<file path="config.mk">
export PLATFORM = sky130hd
export DESIGN_NAME = fibf_emitter_flat
export DESIGN_NICKNAME = d
export VERILOG_FILES = /design/src/shared/fibf_pkg.sv /design/src/shared/fibf_link_if.sv /design/src/logic/fibf_emitter.sv /design/src/flat_wrapper.sv
export VERILOG_INCLUDE_DIRS = /design/src /design/src/shared
export SDC_FILE = /design/constraint.sdc
export NUM_CORES = 1
export LEC_CHECK = 0
export BUFFER_PORTS_ARGS = -buffer_cell sky130_fd_sc_hd__buf_2
export CORE_ASPECT_RATIO = 0.8
export CORE_MARGIN = 3
export CORE_UTILIZATION = 67
export CTS_CLUSTER_SIZE = 24
export DETAILED_ROUTE_END_ITERATION = 16
export MAX_ROUTING_LAYER = met4
export PLACE_DENSITY_LB_ADDON = 0.15
export REMOVE_ABC_BUFFERS = 1
export SYNTH_ARGS = -nofsm -noshare
export SYNTH_HDL_FRONTEND = slang
export SYNTH_SLANG_ARGS = --single-unit
</file>
<file path="constraint.sdc">
create_clock -name clk_i -period 13.2 [get_ports clk_i]
set_input_delay 0.66 -clock clk_i [delete_from_list [all_inputs] [get_ports clk_i]]
set_output_delay 0.66 -clock clk_i [all_outputs]
set_load 0.02 [all_outputs]
</file>
<file path="src/shared/fibf_regs.svh">
// constants of the fast info block framer: sizes, codes, field positions, timing
`ifndef FIBF_REGS_SVH
`define FIBF_REGS_SVH
// ----------------------------------------------------------------------------
// block layout
// ----------------------------------------------------------------------------
`define FIBF_BLOCK_BITS 9'd256
`define FIBF_DATA_BYTES 6'd30
`define FIBF_DATA_LAST 5'd29
`define FIBF_CRC_HI_POS 5'd30
`define FIBF_CRC_LO_POS 5'd31
`define FIBF_END_MARKER 8'hFF
`define FIBF_PAD_BYTE 8'h00
// ----------------------------------------------------------------------------
// group header fields
// ----------------------------------------------------------------------------
`define FIBF_TYPE_MSB 7
`define FIBF_TYPE_LSB 5
`define FIBF_LEN_MSB 4
`define FIBF_LEN_LSB 0
`define FIBF_LEN_MIN 5'h01
`define FIBF_LEN_MAX 5'h1D
`define FIBF_TYPE_END 3'h7
`define FIBF_RFU_BIT 3
// ----------------------------------------------------------------------------
// check word
// ----------------------------------------------------------------------------
`define FIBF_CRC_POLY 16'h1021
`define FIBF_CRC_INIT 16'hFFFF
// ----------------------------------------------------------------------------
// transmission frame timing
// ----------------------------------------------------------------------------
`define FIBF_FRAME_MS 96
`define FIBF_BLOCKS_PER_FRAME 4'd12
`define FIBF_BLOCKS_PER_CIF 4'd3
`define FIBF_CIFS_PER_FRAME 3'd4
`define FIBF_FIFO_DEPTH 32
`endif

</file>
<file path="src/shared/fibf_pkg.sv">
// types and shared functions of the fast info block framer
`include "fibf_regs.svh"
package fibf_pkg;
  typedef logic [7:0] fibf_byte_t;
  typedef logic [3:0] fibf_blk_t;
  typedef logic [1:0] fibf_cif_t;
  typedef enum logic [2:0] {
    FIBF_GT_CONFIG = 3'h0,
    FIBF_GT_LABEL1 = 3'h1,
    FIBF_GT_LABEL2 = 3'h2,
    FIBF_GT_RES3 = 3'h3,
    FIBF_GT_RES4 = 3'h4,
    FIBF_GT_RES5 = 3'h5,
    FIBF_GT_CA = 3'h6,
    FIBF_GT_RES7 = 3'h7
  } fibf_grp_type_t;

  // one byte into the check word, msb first
  function automatic logic [15:0] fibf_crc_byte(input logic [15:0] c, input fibf_byte_t d);
    logic [15:0] r;
    logic fb;
    r = c;
    for (int i = 7; i >= 0; i--)
    begin
      fb = r[15] ^ d[i];
      r = {r[14:0], 1'b0};
      if (fb)
        r = r ^ `FIBF_CRC_POLY;
    end
    return r;
  endfunction

  // header is usable: length 1..29 and not the reserved type 7
  function automatic logic fibf_hdr_legal(input fibf_byte_t h);
    return (h[`FIBF_LEN_MSB:`FIBF_LEN_LSB] >= `FIBF_LEN_MIN) &&
           (h[`FIBF_LEN_MSB:`FIBF_LEN_LSB] <= `FIBF_LEN_MAX) &&
           (h[`FIBF_TYPE_MSB:`FIBF_TYPE_LSB] != `FIBF_TYPE_END);
  endfunction

  // interleaved frame that a block of the transmission frame describes
  function automatic fibf_cif_t fibf_cif_of(input fibf_blk_t b);
    fibf_blk_t q;
    q = b / `FIBF_BLOCKS_PER_CIF;
    return q[1:0];
  endfunction
endpackage

</file>
<file path="src/shared/fibf_link_if.sv">
// byte link between block emitter and block receiver
`timescale 1ns/1ps
`default_nettype none
interface fibf_link_if;
  logic valid;
  logic ready;
  logic [7:0] data;
  logic sob;
  logic [3:0] blk;
  modport emitter (output valid, output data, output sob, output blk, input ready);
  modport receiver (input valid, input data, input sob, input blk, output ready);
endinterface
`default_nettype wire

</file>
<file path="src/logic/fibf_emitter.sv">
// fast info block emitter: group fifo, block packer, check word, block numbering
// Functional notes
// - block is 256 bits, data then check word
// - full 30-byte field: no marker, no padding
// - 29 useful bytes: marker in last byte
// - under 29 bytes: marker then zero padding
// - empty block starts with marker, rest padding
// - end marker is header 0xFF, no data
// - padding bytes are all zero
// - 16-bit check word, poly x16+x12+x5+1
// - check register preset to all ones
// - emitter sends inverted check word
// - type field decode, type 7 reserved
// - length 1..29 valid, others reserved
// - never split a group across blocks
// - receiver skips unknown group types by length
// - receiver discards the rest of the block on parse error
// - receiver flags set must-be-zero bits
// - emitter drives reserved bits to zero
// - twelve blocks, four interleaved frames per frame
// - blocks grouped by three per interleaved frame
// - packer takes groups greedily in arrival order
`timescale 1ns/1ps
`default_nettype none
`include "fibf_regs.svh"

// ----------------------------------------------------------------------------
// group fifo
// ----------------------------------------------------------------------------
module fibf_fifo #(
  parameter int WIDTH = 9,
  parameter int DEPTH = `FIBF_FIFO_DEPTH
) (
  // clock and reset
  input wire logic clk_i,
  input wire logic rst_i,
  // fill side
  input wire logic in_valid_i,
  input wire logic [WIDTH-1:0] in_data_i,
  output logic in_ready_o,
  // drain side
  output logic out_valid_o,
  output logic [WIDTH-1:0] out_data_o,
  input wire logic out_ready_i
);
  localparam int AW = $clog2(DEPTH);
  logic [WIDTH-1:0] mem [DEPTH];
  logic [AW-1:0] wr_reg;
  logic [AW-1:0] rd_reg;
  logic [AW:0] cnt_reg;
  logic [AW:0] cnt_next;
  logic room_reg;
  logic push;
  logic pull;

  assign push = in_valid_i && room_reg;
  assign pull = out_ready_i && (cnt_reg != '0);
  assign cnt_next = cnt_reg + (AW+1)'(push) - (AW+1)'(pull);
  assign in_ready_o = room_reg;
  assign out_valid_o = (cnt_reg != '0);
  assign out_data_o = mem[rd_reg];

  // storage, no reset needed
  always_ff @(posedge clk_i)
  begin
    if (push)
      mem[wr_reg] <= in_data_i;
  end

  // pointers and fill level; room is a flop so the source sees clean back-pressure
  always_ff @(posedge clk_i or posedge rst_i)
  begin
    if (rst_i)
    begin
      wr_reg <= '0;
      rd_reg <= '0;
      cnt_reg <= '0;
      room_reg <= 1'b1;
    end
    else
    begin
      if (push)
        wr_reg <= wr_reg + 1'b1;
      if (pull)
        rd_reg <= rd_reg + 1'b1;
      cnt_reg <= cnt_next;
      room_reg <= (cnt_next != (AW+1)'(DEPTH));
    end
  end
endmodule // fibf_fifo

// ----------------------------------------------------------------------------
// block emitter
// ----------------------------------------------------------------------------
module fibf_emitter #(
  parameter int FIFO_DEPTH = `FIBF_FIFO_DEPTH
) (
  // clock and reset
  input wire logic clk_i,
  input wire logic rst_i,
  // group input, header byte first, last on final byte
  input wire logic grp_valid_i,
  input wire fibf_pkg::fibf_byte_t grp_data_i,
  input wire logic grp_last_i,
  output logic grp_ready_o,
  // status
  output logic drop_o,
  output fibf_pkg::fibf_cif_t cif_o,
  // link
  fibf_link_if.emitter link
);
  import fibf_pkg::*;

  typedef enum logic [2:0] {S_HDR, S_BODY, S_DROP, S_PAD, S_CRC_LO} fibf_est_t;
  fibf_est_t state_reg;
  fibf_est_t state_next;
  logic [4:0] pos_reg;
  logic [4:0] cnt_reg;
  logic [4:0] cnt_next;
  logic [15:0] crc_reg;
  fibf_blk_t blk_reg;
  logic first_reg;
  logic rfu_grp_reg;
  logic lv_reg;
  fibf_byte_t ld_reg;
  logic lsob_reg;
  fibf_blk_t lblk_reg;
  logic drop_reg;
  fibf_cif_t cif_reg;
  logic fq_valid;
  logic fq_pop;
  logic [8:0] fq_data;
  fibf_byte_t fq_byte;
  logic fq_last;
  logic adv;
  logic emit;
  fibf_byte_t emit_data;
  logic drop_pulse;
  logic fits;

  // groups wait here; a stalled link fills it and stops the source
  fibf_fifo #(.WIDTH(9), .DEPTH(FIFO_DEPTH)) u_fifo (
    .clk_i(clk_i),
    .rst_i(rst_i),
    .in_valid_i(grp_valid_i),
    .in_data_i({grp_last_i, grp_data_i}),
    .in_ready_o(grp_ready_o),
    .out_valid_o(fq_valid),
    .out_data_o(fq_data),
    .out_ready_i(fq_pop)
  );

  assign fq_byte = fq_data[7:0];
  assign fq_last = fq_data[8];
  // output stage may load when empty or taken
  assign adv = !lv_reg || link.ready;
  // header plus its data must fit in what is left of the field
  assign fits = ({1'b0, fq_byte[`FIBF_LEN_MSB:`FIBF_LEN_LSB]} + 6'd1) <= (`FIBF_DATA_BYTES - {1'b0, pos_reg});

  // next byte selection; groups taken greedily in arrival order
  always_comb
  begin
    state_next = state_reg;
    cnt_next = cnt_reg;
    emit = 1'b0;
    emit_data = `FIBF_PAD_BYTE;
    fq_pop = 1'b0;
    drop_pulse = 1'b0;
    if (adv)
    begin
      case (state_reg)
        S_HDR:
        begin
          if (pos_reg == `FIBF_CRC_HI_POS)
          begin
            emit = 1'b1;
            emit_data = ~crc_reg[15:8];
            state_next = S_CRC_LO;
          end
          else if (fq_valid && !fibf_hdr_legal(fq_byte))
          begin
            // reserved length or type 7 cannot be framed: discard to its last byte
            fq_pop = 1'b1;
            drop_pulse = 1'b1;
            state_next = fq_last ? S_HDR : S_DROP;
          end
          else if (fq_valid && fits)
          begin
            emit = 1'b1;
            emit_data = fq_byte;
            fq_pop = 1'b1;
            cnt_next = fq_byte[`FIBF_LEN_MSB:`FIBF_LEN_LSB];
            state_next = S_BODY;
          end
          else
          begin
            // no group or next one does not fit: close with the marker
            emit = 1'b1;
            emit_data = `FIBF_END_MARKER;
            state_next = S_PAD;
          end
        end
        S_BODY:
        begin
          if (fq_valid)
          begin
            emit = 1'b1;
            emit_data = fq_byte;
            if (first_reg && rfu_grp_reg)
              emit_data[`FIBF_RFU_BIT] = 1'b0;
            fq_pop = 1'b1;
            cnt_next = cnt_reg - 5'd1;
            if (cnt_reg == 5'd1)
              state_next = S_HDR;
          end
        end
        S_DROP:
        begin
          fq_pop = fq_valid;
          if (fq_valid && fq_last)
            state_next = S_HDR;
        end
        S_PAD:
        begin
          emit = 1'b1;
          if (pos_reg == `FIBF_CRC_HI_POS)
          begin
            emit_data = ~crc_reg[15:8];
            state_next = S_CRC_LO;
          end
          else
            emit_data = `FIBF_PAD_BYTE;
        end
        S_CRC_LO:
        begin
          emit = 1'b1;
          emit_data = ~crc_reg[7:0];
          state_next = S_HDR;
        end
        default:
          state_next = S_HDR;
      endcase
    end
  end

  // packer state, byte position and group bookkeeping
  always_ff @(posedge clk_i or posedge rst_i)
  begin
    if (rst_i)
    begin
      state_reg <= S_HDR;
      cnt_reg <= 5'd0;
      pos_reg <= 5'd0;
      first_reg <= 1'b0;
      rfu_grp_reg <= 1'b0;
    end
    else
    begin
      state_reg <= state_next;
      cnt_reg <= cnt_next;
      // 32 bytes per block, position wraps to zero after the low check byte
      if (emit)
        pos_reg <= pos_reg + 5'd1;
      if (emit && state_reg == S_HDR)
      begin
        first_reg <= 1'b1;
        rfu_grp_reg <= (fq_byte[7:5] == FIBF_GT_LABEL1) || (fq_byte[7:5] == FIBF_GT_LABEL2);
      end
      else if (emit)
        first_reg <= 1'b0;
    end
  end

  // check word over the 30 data bytes
  always_ff @(posedge clk_i or posedge rst_i)
  begin
    if (rst_i)
      crc_reg <= `FIBF_CRC_INIT;
    else if (emit && state_reg == S_CRC_LO)
      crc_reg <= `FIBF_CRC_INIT;
    else if (emit && pos_reg <= `FIBF_DATA_LAST)
      crc_reg <= fibf_crc_byte(crc_reg, emit_data);
  end

  // block number inside the transmission frame
  always_ff @(posedge clk_i or posedge rst_i)
  begin
    if (rst_i)
    begin
      blk_reg <= 4'd0;
      cif_reg <= 2'd0;
    end
    else
    begin
      if (emit && state_reg == S_CRC_LO)
        blk_reg <= (blk_reg == `FIBF_BLOCKS_PER_FRAME - 4'd1) ? 4'd0 : blk_reg + 4'd1;
      cif_reg <= fibf_cif_of(blk_reg);
    end
  end

  // registered link output stage
  always_ff @(posedge clk_i or posedge rst_i)
  begin
    if (rst_i)
    begin
      lv_reg <= 1'b0;
      ld_reg <= `FIBF_PAD_BYTE;
      lsob_reg <= 1'b0;
      lblk_reg <= 4'd0;
      drop_reg <= 1'b0;
    end
    else
    begin
      drop_reg <= drop_pulse;
      if (adv)
      begin
        lv_reg <= emit;
        if (emit)
        begin
          ld_reg <= emit_data;
          lsob_reg <= (pos_reg == 5'd0);
          lblk_reg <= blk_reg;
        end
      end
    end
  end

  assign link.valid = lv_reg;
  assign link.data = ld_reg;
  assign link.sob = lsob_reg;
  assign link.blk = lblk_reg;
  assign drop_o = drop_reg;
  assign cif_o = cif_reg;
endmodule // fibf_emitter
`default_nettype wire

</file>
<file path="src/flat_wrapper.sv">
// flat-port wrapper written by rule: the top's interface ports become plain ports
module fibf_emitter_flat import fibf_pkg::*;
#(
  parameter int FIFO_DEPTH = `FIBF_FIFO_DEPTH
)
  (clk_i, rst_i, grp_valid_i, grp_data_i, grp_last_i, grp_ready_o, drop_o, cif_o, link_valid, link_data, link_sob, link_blk, link_ready);
  fibf_link_if link_i ();
  input wire logic clk_i;
  input wire logic rst_i;
  input wire logic grp_valid_i;
  input wire fibf_pkg::fibf_byte_t grp_data_i;
  input wire logic grp_last_i;
  output logic grp_ready_o;
  output logic drop_o;
  output fibf_pkg::fibf_cif_t cif_o;
  output wire logic [$bits(link_i.valid)-1:0] link_valid;
  output wire logic [$bits(link_i.data)-1:0] link_data;
  output wire logic [$bits(link_i.sob)-1:0] link_sob;
  output wire logic [$bits(link_i.blk)-1:0] link_blk;
  input wire logic [$bits(link_i.ready)-1:0] link_ready;
  assign link_valid = link_i.valid;
  assign link_data = link_i.data;
  assign link_sob = link_i.sob;
  assign link_blk = link_i.blk;
  assign link_i.ready = link_ready;
  fibf_emitter #(.FIFO_DEPTH(FIFO_DEPTH)) u_core (.clk_i(clk_i), .rst_i(rst_i), .grp_valid_i(grp_valid_i), .grp_data_i(grp_data_i), .grp_last_i(grp_last_i), .grp_ready_o(grp_ready_o), .drop_o(drop_o), .cif_o(cif_o), .link(link_i));
endmodule
</file>
## After elaboration in Yosys (flattened, before gate mapping)

Memories as Yosys holds them, arrays and structs flattened.
Cells that the tools add are included.

| storage, ports and cells | value |
|---|---|
| logic and storage cells | 158 |
| input port bits | 13 |
| memories | 1 |
| bits in registers | 69 |
| bits in writable memories | 288 |
| output and inout port bits | 18 |

Memories:

| name | words | bits a word | rd ports | clocked after Yosys merged registers in | wr ports | RTL line | RTL |
|---|---|---|---|---|---|---|---|
| u_core.u_fifo.mem | 32 | 9 | 1 | 0 | 1 | fibf_emitter.sv:47 | `logic [WIDTH-1:0] mem [DEPTH];` |

| cells by class | value |
|---|---|
| bitwise operators | 18 |
| add/subtract/negate cells | 9 |
| mux-type cells | 65 |
| reduce and logical (&&, ||, !) cells | 25 |
| equal/unequal tests | 18 |
| order comparisons | 4 |
| div/mod/pow operators | 1 |

Operators by type and width:

| cell | number |
|---|---|
| 16-bit two-way mux | 16 |
| 13-bit two-way mux | 8 |
| 8-bit two-way mux | 6 |
| 8-bit one-hot mux with 4 select lines | 1 |
| 3-bit inverter | 8 |
| 5-bit two-way mux | 4 |
| 3-bit two-way mux | 6 |
| 1-bit two-way mux | 17 |
| 8-bit inverter | 2 |
| 5-bit by 1-bit adder with 5-bit output, second input constant | 3 |
| 3-bit one-hot mux with 4 select lines | 1 |
| 1-bit logical AND | 11 |
| 5-bit less-or-equal comparator, second input constant | 2 |
| 2-bit by 1-bit inequality test with 1-bit output, second input constant | 5 |
| 5-bit one-hot mux with 2 select lines | 1 |
| 3-bit by 2-bit == test with 1-bit output, second input constant | 3 |
| 1-bit bitwise XOR | 8 |
| 5-bit by 1-bit adder with 6-bit output, second input constant | 1 |
| 6-bit by 1-bit adder with 6-bit output | 1 |
| 3-bit by 1-bit == test with 1-bit output, second input constant | 2 |
| 6-bit less-or-equal comparator | 1 |
| 6-bit inequality test, second input constant | 1 |
| 1-bit one-hot mux with 3 select lines | 2 |
| 6-bit AND reduction | 1 |
| 23 further kinds | 29 |

## Depth between registers and ports, before layout

Gate-level depths: netlist (run 1).
An unclocked memory read counts as a cell.

| logic depth | value |
|---|---|
| depth in word-level cells | 42 |
| gate-level depth with buffers | 30 |

## Hierarchy

A second synthesis (run 1) with hierarchy kept.

| second synthesis, totals | value |
|---|---|
| cell total of the unflattened synthesis | 986 |
| area, all modules | 15,667.5 um^2 |

Modules (own cells, without submodules):

| module | cells an instance | area each (um^2) | seq. area each (um^2) | times used |
|---|---|---|---|---|
| fibf_fifo | 608 | 12,107.9 | 9,075.0 | 1 |
| fibf_emitter | 378 | 3,559.7 | 1,321.3 | 1 |

## Least setup slack after synthesis (run 1)

OpenSTA, ideal clock, no wires.

| path | value |
|---|---|
| kind | register to register |
| from | reg u_core.u_fifo.rd_reg[1] |
| to | reg u_core.u_fifo.room_reg, in the netlist u_core.u_fifo.in_ready_o |
| setup time | 0.088 ns |
| setup slack | 7.889 ns |
| path buffers | 0 |
| clock period less this slack | 5.311 ns |
| required time | 13.112 ns |
| stages on the path, launching flop included | 28 |
| arrival time | 5.223 ns |
| path through | dfrtp_1 -> mux4_1 -> mux2i_1 -> nor2_1 -> o41ai_2 -> inv_1 -> ha_1 -> inv_1 -> ha_1 -> nor2b_1 -> o21a_1 -> o21a_1 -> o21ai_0 -> a21o_1 -> o21ai_0 -> a21oi_1 -> ha_1 -> inv_1 -> ha_1 -> inv_1 -> fa_1 -> inv_1 -> a21oi_1 -> nor2_1 -> nor2_1 -> xnor2_1 -> nor2_1 -> nand3_1 |

| on the way | value |
|---|---|
| cells in the longest elaborated chain, start to end | 13 |
| elaborated cells on any way between the ends | 19 |
| those cells by class | add/sub: 2; order compare: 3; eq/ne: 2; mux: 5; reduce/logical: 6; memory: 1 |

RTL lines:

| element | RTL line | RTL |
|---|---|---|
| from (decl) | fibf_emitter.sv:49 | `logic [AW-1:0] rd_reg;` |
| from (signal assigned) | fibf_emitter.sv:85 | `rd_reg <= rd_reg + 1'b1;` |
| memory read 32 x 9 bit (*) | -- |  |
| branches (longest 5 deep; another with 5-bit by 1-bit adder with 6-bit output) | -- |  |
| 1-bit two-way mux (*) | fibf_emitter.sv:180 | `else if (fq_valid && !fibf_hdr_legal(fq_byte))` |
| 1-bit two-way mux (*) | fibf_emitter.sv:174 | `` if (pos_reg == `FIBF_CRC_HI_POS) `` |
| 1-bit one-hot mux with 3 select lines (*) | fibf_emitter.sv:171 | `case (state_reg)` |
| 1-bit two-way mux (*) | fibf_emitter.sv:169 | `if (adv)` |
| 1-bit logical AND (*) | fibf_emitter.sv:57 | `assign pull = out_ready_i && (cnt_reg != '0);` |
| net u_core.u_fifo.pull | fibf_emitter.sv:54 | `logic pull;` |
| 6-bit by 1-bit subtractor with 6-bit output (*) | fibf_emitter.sv:58 | `assign cnt_next = cnt_reg + (AW+1)'(push) - (AW+1)'(pull);` |
| net u_core.u_fifo.cnt_next[4] | fibf_emitter.sv:51 | `logic [AW:0] cnt_next;` |
| 6-bit inequality test (*) | fibf_emitter.sv:87 | `room_reg <= (cnt_next != (AW+1)'(DEPTH));` |
| to (signal assigned) | fibf_emitter.sv:87 |  |
| to (decl) | fibf_emitter.sv:52 | `logic room_reg;` |

Mark *: on every way through the listed nets, which the timed path passes.
A chain may end at the register's enable or synchronous reset.

## Worst setup path in the final report (run 1)

| path | value |
|---|---|
| from | reg u_core.u_fifo.rd_reg[0] |
| to | reg u_core.u_fifo.room_reg, in the netlist u_core.u_fifo.in_ready_o |

The elaborated chain is that of the path after synthesis.

==> out/metrics.cfg, run 1 <==
[outcome]
status=completed

[finish]
nNetsFinal=1126
fin_cells=1409
final_common_cell=edfxtp_1
antenna_cells=0
largest_reg_flops=288
mostFrequentLayoutCells=edfxtp_1 (288), nand2_1 (84), nor2_1 (83), mux4_2 (52), dfrtp_1 (49)
drive_gt1_share_pct=17.5
area_growth_pct=9.16
fillers=1337

[critical_path]
cp_top_family=compound AO/OA/AOI/OAI gates
end_kind=register
critPathMostFrequentCell=ha_1
arrival_ns=7.54
cp.required_ns=13.63
cp_max_fo=43
crit_buf_inv=4
critPathKind=reg -> reg
crit_slowest_cell=dfrtp_4
cpPeakStageDelay_ns=0.94
critPathLaunchType=register

[pwr]
p_per_area_nw_per_um2=281
switching_power_w=0.00192
p_int_w=0.00294
seqPwrFrac_pct=32.9
power_leakage_nw=6.18
combPwrFrac_pct=46.6
p_clk_share_pct=20.5
total_power_w=0.00486
ir_drop_v=0.000225
switching_share_pct=39.5

[route]
firstDrtPassIters=6
num_vias=9402
drtAntennaViolNets=0
viasPerCell=6.67
drtIter0Drc=1347
detail_route.wl_per_cell_um=25.2
drt_wl_total_mm=35.4
drc_errors=0

[synth]
ys_types=79
async_reset_ff_share_pct=19.3
synth_ff_type=edfxtp_1
synth_edf_count=288
yosys.area.top_type=edfxtp_1
synthDominantCellAreaShare_pct=54.5
synth_seq_area_share_pct=65.5
ys_warn_count=0
avgSynthCellArea_um2=15.0
synth_cells=1061
netlist_area_um2=15900
ys_top_cells_by_area=edfxtp_1 (54%), dfrtp_1 (8.2%), mux4_2 (7.4%), mux2i_1 (3.0%), dfstp_2 (2.8%)
ys_seq_elements=357

[sta]
rsz0062_at_grt=no
finalCriticalPeriod_ns=7.11
setup_slack_ns=6.09
final_hold_viol_count=0
tightest_slew_ns=1.20
period_share_pct=53.8
hold_ws_ns=0.393
finalMaxSlewViolations=0
max-slew-margin-rel_pct=19.9
setup_violations=0
tns_ns=0
finalClockSkew_ns=0.0173
fmax_mhz=141

[floorplanning]
coreArea_um2=22900
initial_core_util_pct=69.5
die_x_um=178
ios=31
die_h_um=144
row_count=49
dieArea_um2=25600

[clocking]
insertion_delay_ns=0.52
ctsHtreeMaxLevel=2
clockBufferDepth=3
cts.sinks=357
root_buffer=clkbuf_16
clkTransAtPathRegs_ns=0.06
holdBufCountCts=0
cts_resized=0
cts_setup_buffers=0
cts_buffers=35
cts_tree=built

[grt]
track_usage_pct=29.8
grt_pass1_wl_mm=55.1
grt_remaining_overflow=0
grt_max_degree=70
grt_antenna_before_repair=0
first_global_vias=9061

[place]
gp_congestion=0.964
pre_cts_ws_ns=6.17
placed_cells=1350
io_buffers=30
dp_hpwl_mm=22.2

[run]
cap_violations=0

[hold_path]
hold_path.class=in -> async

power by group through the flow:
stage                     registers (W)  logic [W]  clock network, W
final                           0.00160    0.00227          0.000997
after global routing            0.00162    0.00246           0.00106
after CTS                       0.00160    0.00224           0.00101
after detailed placement        0.00162    0.00221                 0
after global placement          0.00161    0.00217                 0
after floorplan                 0.00165    0.00160                 0
synthesized netlist by cell type (17+ instances only):
library cell	n
edfxtp_1	288
nand2_1	84
nor2_1	83
dfrtp_1	52
mux4_2	52
mux2i_1	48
o21ai_0	37
ha_1	31
nand3_1	30
inv_1	27
xnor2_1	27
clkbuf_1	24
a21oi_1	23
dfstp_2	17
routing by layer:
metal	vias to the layer above	GRT usage [%]	part of all wire, %
met5	-	-	0
met4	0	6.65	1.9
met3	64	4.83	10
met2	563	41.5	45
met1	4674	47.1	43
li1	4101	-	-
final cells by class:
type / count / area, um^2 / area share (%)
clock buffer: 50 / 1010 / 5.80
clock inverter: 9 / 134 / 0.772
inverter: 27 / 101 / 0.585
multi-input combinational: 621 / 5090 / 29.4
sequential: 357 / 10400 / 60.0
tap: 306 / 383 / 2.21
timing repair buffer: 39 / 218 / 1.26
tightest hold or removal path: cells and delay by family:
| family | cells | cell delay [ns] |
|---|---|---|
| buf+inv | 3 | 0.78 |
metrics by stage:
stage	util (%)	instance area [um^2]
2_1_floorplan	-	15600
5_1_grt	75.8	17300
6_report	75.8	17300
4_1_cts	75.8	17300
3_3_place_gp	70.8	16200
3_5_place_dp	70.8	16200
kinds of logic (layout without fill, tap and decap cells):
kind of cell / Yosys count / count (layout) / share of synthesized area [%]
xor+xnor: 41 / 41 / 2.54
buf+inv: 83 / 125 / 2.58
compound gates: 154 / 154 / 6.85
flops: 357 / 357 / 65.5
simple gates: 279 / 279 / 8.46
mux: 115 / 115 / 11.6
fa+ha+maj: 32 / 32 / 2.57
path summary, 6_finish.rpt:
check                                               startpoint                                   to  slack (ns)  depth (start not counted)
hold / removal                                           rst_i   u_core.u_fifo.cnt_reg[3]$_DFF_PP0_        0.39                          3
max in group asynchronous                                rst_i  u_core.u_fifo.rd_reg[1]$_DFFE_PP0P_       12.17                          3
setup reg to reg           u_core.u_fifo.rd_reg[0]$_DFFE_PP0P_   u_core.u_fifo.in_ready_o$_DFF_PP1_        6.09                         25
setup / recovery           u_core.u_fifo.rd_reg[0]$_DFFE_PP0P_   u_core.u_fifo.in_ready_o$_DFF_PP1_        6.09                         25
min in group clk_i              u_core.link.blk[1]$_DFFE_PP0P_       u_core.link.blk[1]$_DFFE_PP0P_        0.47                          2
hold reg to reg                 u_core.link.blk[1]$_DFFE_PP0P_       u_core.link.blk[1]$_DFFE_PP0P_        0.47                          2
Power figures use the tool's default switching activity.
==> inputs of run 2 (changes only) <==
--- a/config.mk
+++ b/config.mk
@@ -6,10 +6,11 @@
 export SDC_FILE = /design/constraint.sdc
 export NUM_CORES = 1
 export LEC_CHECK = 0
+export ABC_AREA = 1
 export BUFFER_PORTS_ARGS = -buffer_cell sky130_fd_sc_hd__buf_2
 export CORE_ASPECT_RATIO = 0.8
 export CORE_MARGIN = 3
-export CORE_UTILIZATION = 67
+export CORE_UTILIZATION = 63
 export CTS_CLUSTER_SIZE = 24
 export DETAILED_ROUTE_END_ITERATION = 16
 export MAX_ROUTING_LAYER = met4
==> constraint.sdc (replaced) <==
create_clock -name clk_i -period 6.7 [get_ports clk_i]
set_input_delay 0.335 -clock clk_i [delete_from_list [all_inputs] [get_ports clk_i]]
set_output_delay 0.335 -clock clk_i [all_outputs]
set_load 0.02 [all_outputs]
==> run 2 against run 1 <==
Against the previous run: die area grew 9.4%; wire length grew 11%; via count up 25%; worst hold slack worse by 0.32 ns; critical path type unchanged; critical endpoint unchanged.
==> out/metrics.cfg, run 2 <==
[synth]
synth_ff_type=edfxtp_1
ys_warn_count=0  ; unchanged
avgSynthCellArea_um2=10.1  ; -32%
ys_top_cells_by_area=edfxtp_1 (53%), nand2_1 (10%), dfrtp_1 (7.9%), nand3_1 (5.0%), nor2_1 (4.2%)
async_reset_ff_share_pct=19.3  ; unchanged
yosys.area.top_type=edfxtp_1
synth_edf_count=288  ; unchanged
ys_seq_elements=357  ; unchanged
netlist_area_um2=16400  ; +3.3%
synth_seq_area_share_pct=63.4  ; -2.1 points
ys_types=41  ; -48%
synthTopCellsByCount=nand2_1 (436), edfxtp_1 (288), nor2_1 (185)
synth_cells=1620  ; +53%
synth_most_common_cell=nand2_1
synthDominantCellAreaShare_pct=52.7  ; -1.7 points

[sta]
rsz0062_at_grt=no
fmax_mhz=172  ; +22%
finalCriticalPeriod_ns=5.82  ; -1.28 ns
setup_slack_ns=0.879  ; -5.22 ns
finalMaxSlewViolations=0  ; unchanged
max-slew-margin-rel_pct=29.7  ; +9.8 points
period_share_pct=86.9  ; +33 points
final_hold_viol_count=0  ; unchanged
setup_violations=0  ; unchanged
finalClockSkew_ns=0.0205  ; +0.00320 ns
tightest_slew_ns=1.05  ; -0.146 ns

[grt]
grt_pass1_wl_mm=61.3  ; +11%
track_usage_pct=29.0  ; -0.77 points
first_global_vias=10900  ; +20%
grt_max_degree=153  ; +120%
grt_remaining_overflow=0  ; unchanged
grt_antenna_before_repair=1  ; +1

[place]
io_buffers=30  ; unchanged
gp_congestion=0.989  ; +2.6%
pre_cts_ws_ns=0.954  ; -5.22 ns
dp_hpwl_mm=24.6  ; +11%
place_area_um2=16700  ; +3.2%
placed_cells=1951  ; +45%

[outcome]
status=completed

[finish]
drive_gt1_share_pct=8.81  ; -8.7 points
final_cell_area_um2=17800  ; +2.9%
mostFrequentLayoutCells=nand2_1 (436), edfxtp_1 (288), nor2_1 (185), nand3_1 (163), inv_1 (126)
area_growth_pct=8.79
fillers=1871  ; +40%
fin_cells=2020  ; +43%
nNetsFinal=1684  ; +50%
final_common_cell=nand2_1
largest_reg_flops=288  ; unchanged

[route]
num_vias=11700  ; +25%
drtAntennaViolNets=0  ; unchanged
drtIter0Drc=1439  ; +6.8%
drt_wl_total_mm=39.3  ; +11%
viasPerCell=5.80  ; -13%
drc_errors=0  ; unchanged
detail_route.wl_per_cell_um=19.4  ; -23%
firstDrtPassIters=6  ; unchanged

[critical_path]
end_kind=register
cp_max_fo=65  ; +51%
cp.required_ns=7.13  ; -6.50 ns
critPathLaunchType=register
critPathKind=reg -> reg
arrival_ns=6.26  ; -1.28 ns
cpPeakStageDelay_ns=0.52  ; -0.42 ns
crit_slowest_cell=inv_4
rrSetupSlack_ns=0.88  ; -5.22 ns
critPathMostFrequentCell=nand2_1

[clocking]
cts_buffers=37  ; +5.7%
clockBufferDepth=3  ; unchanged
cts_setup_buffers=0  ; unchanged
root_buffer=clkbuf_16
cts_resized=0  ; unchanged
ctsHtreeMaxLevel=2  ; unchanged
cts_tree=built
holdBufCountCts=0  ; unchanged
clkTransAtPathRegs_ns=0.06  ; about the same
insertion_delay_ns=0.52  ; about the same
cts.sinks=357  ; unchanged

[pwr]
ir_drop_v=0.000387  ; +72%
power_leakage_nw=7.22  ; +17%
p_per_area_nw_per_um2=555  ; +98%

[hold_path]
hold_path.class=in -> async

[floorplanning]
initial_core_util_pct=64.5  ; -5.0 points
die_x_um=186  ; +4.6%
row_count=52  ; +6.1%
dieArea_um2=28000  ; +9.4%
ios=31  ; unchanged
coreArea_um2=25400  ; +11%
die_h_um=150  ; +4.6%

[run]
cap_violations=0  ; unchanged

==> run 2: where the power goes <==
part,internal [W],switching (W),total [W]
registers,0.00281,0.000201,0.00301
clock network,0.00110,0.000819,0.00192
logic,0.00151,0.00347,0.00498
total,0.00542,0.00449,0.00990
==> run 2: path summary, 6_finish.rpt <==
path,start,end,cells after the start
min in group clk_i,grp_valid_i,u_core.u_fifo.wr_reg[0]$_DFFE_PP0P_,3
max,u_core.u_fifo.rd_reg[0]$_DFFE_PP0P_,u_core.u_fifo.in_ready_o$_DFF_PP1_,31
min reg2reg,u_core.link.data[1]$_DFFE_PP0P_,u_core.link.data[1]$_DFFE_PP0P_,2
min,rst_i,u_core.u_fifo.cnt_reg[3]$_DFF_PP0_,3
max in group asynchronous,rst_i,u_core.u_fifo.rd_reg[0]$_DFFE_PP0P_,3
max reg2reg,u_core.u_fifo.rd_reg[0]$_DFFE_PP0P_,u_core.u_fifo.in_ready_o$_DFF_PP1_,31
==> run 2: routing by layer <==
| metal | share of wire (%) | global-route usage (%) | vias to the layer above | routed length, um |
|---|---|---|---|---|
| li1 | - | - | 5502 | - |
| met1 | 44 | 43.0 | 5540 | 17200 |
| met2 | 43 | 41.2 | 588 | 16800 |
| met3 | 11 | 5.91 | 77 | 4300 |
| met4 | 2.6 | 8.39 | 0 | 1010 |
| met5 | 0 | - | - | 0 |
==> run 2: metrics by stage <==
step	setup TNS (ns)	total power, W	hold slack [ns]	utilization, %
3_5_place_dp	0	0.00790	0.461	65.7
2_1_floorplan	-4.08	0.00643	0.434	-
6_report	0	0.00990	0.0747	70.1
4_1_cts	0	0.00984	0.119	70.1
5_1_grt	0	0.0106	0.174	70.1
3_3_place_gp	0	0.00779	0.458	65.7
==> run 2: logic make-up (layout without fill, tap and decap cells) <==
| family | after synthesis | in the layout | synth area share (%) |
|---|---|---|---|
| XOR/XNOR | 21 | 21 | 1.12 |
| AO/OA/AOI/OAI | 179 | 179 | 6.19 |
| adder cells (fa/ha/maj) | 32 | 32 | 2.49 |
| buffers and inverters | 202 | 250 | 5.81 |
| flip-flops | 357 | 357 | 63.4 |
| other | 0 | 1 | 0 |
| AND/OR/NAND/NOR | 829 | 829 | 21.0 |
==> run 2: layout make-up <==
class	count	area, um^2	share of cell area (%)
Clock buffer	53	1050	5.88
Antenna cell	1	2.50	0.0140
Multi-Input combinational cell	1061	5050	28.3
Inverter	138	522	2.92
Timing Repair Buffer	44	293	1.64
Tap cell	351	439	2.46
Clock inverter	15	83.8	0.470
Sequential cell	357	10400	58.3
==> run 2: worst max-delay path: cells and delay by family (launching register included) <==
| family | cells | cell delay (ns) |
|---|---|---|
| AOI/OAI and AO/OA | 5 | 0.84 |
| buffers and inverters | 7 | 1.41 |
| and+or+nand+nor | 12 | 1.33 |
| DFF | 1 | 0.50 |
| adders and majority gates | 5 | 1.36 |
| xor gates and xnor gates | 2 | 0.30 |
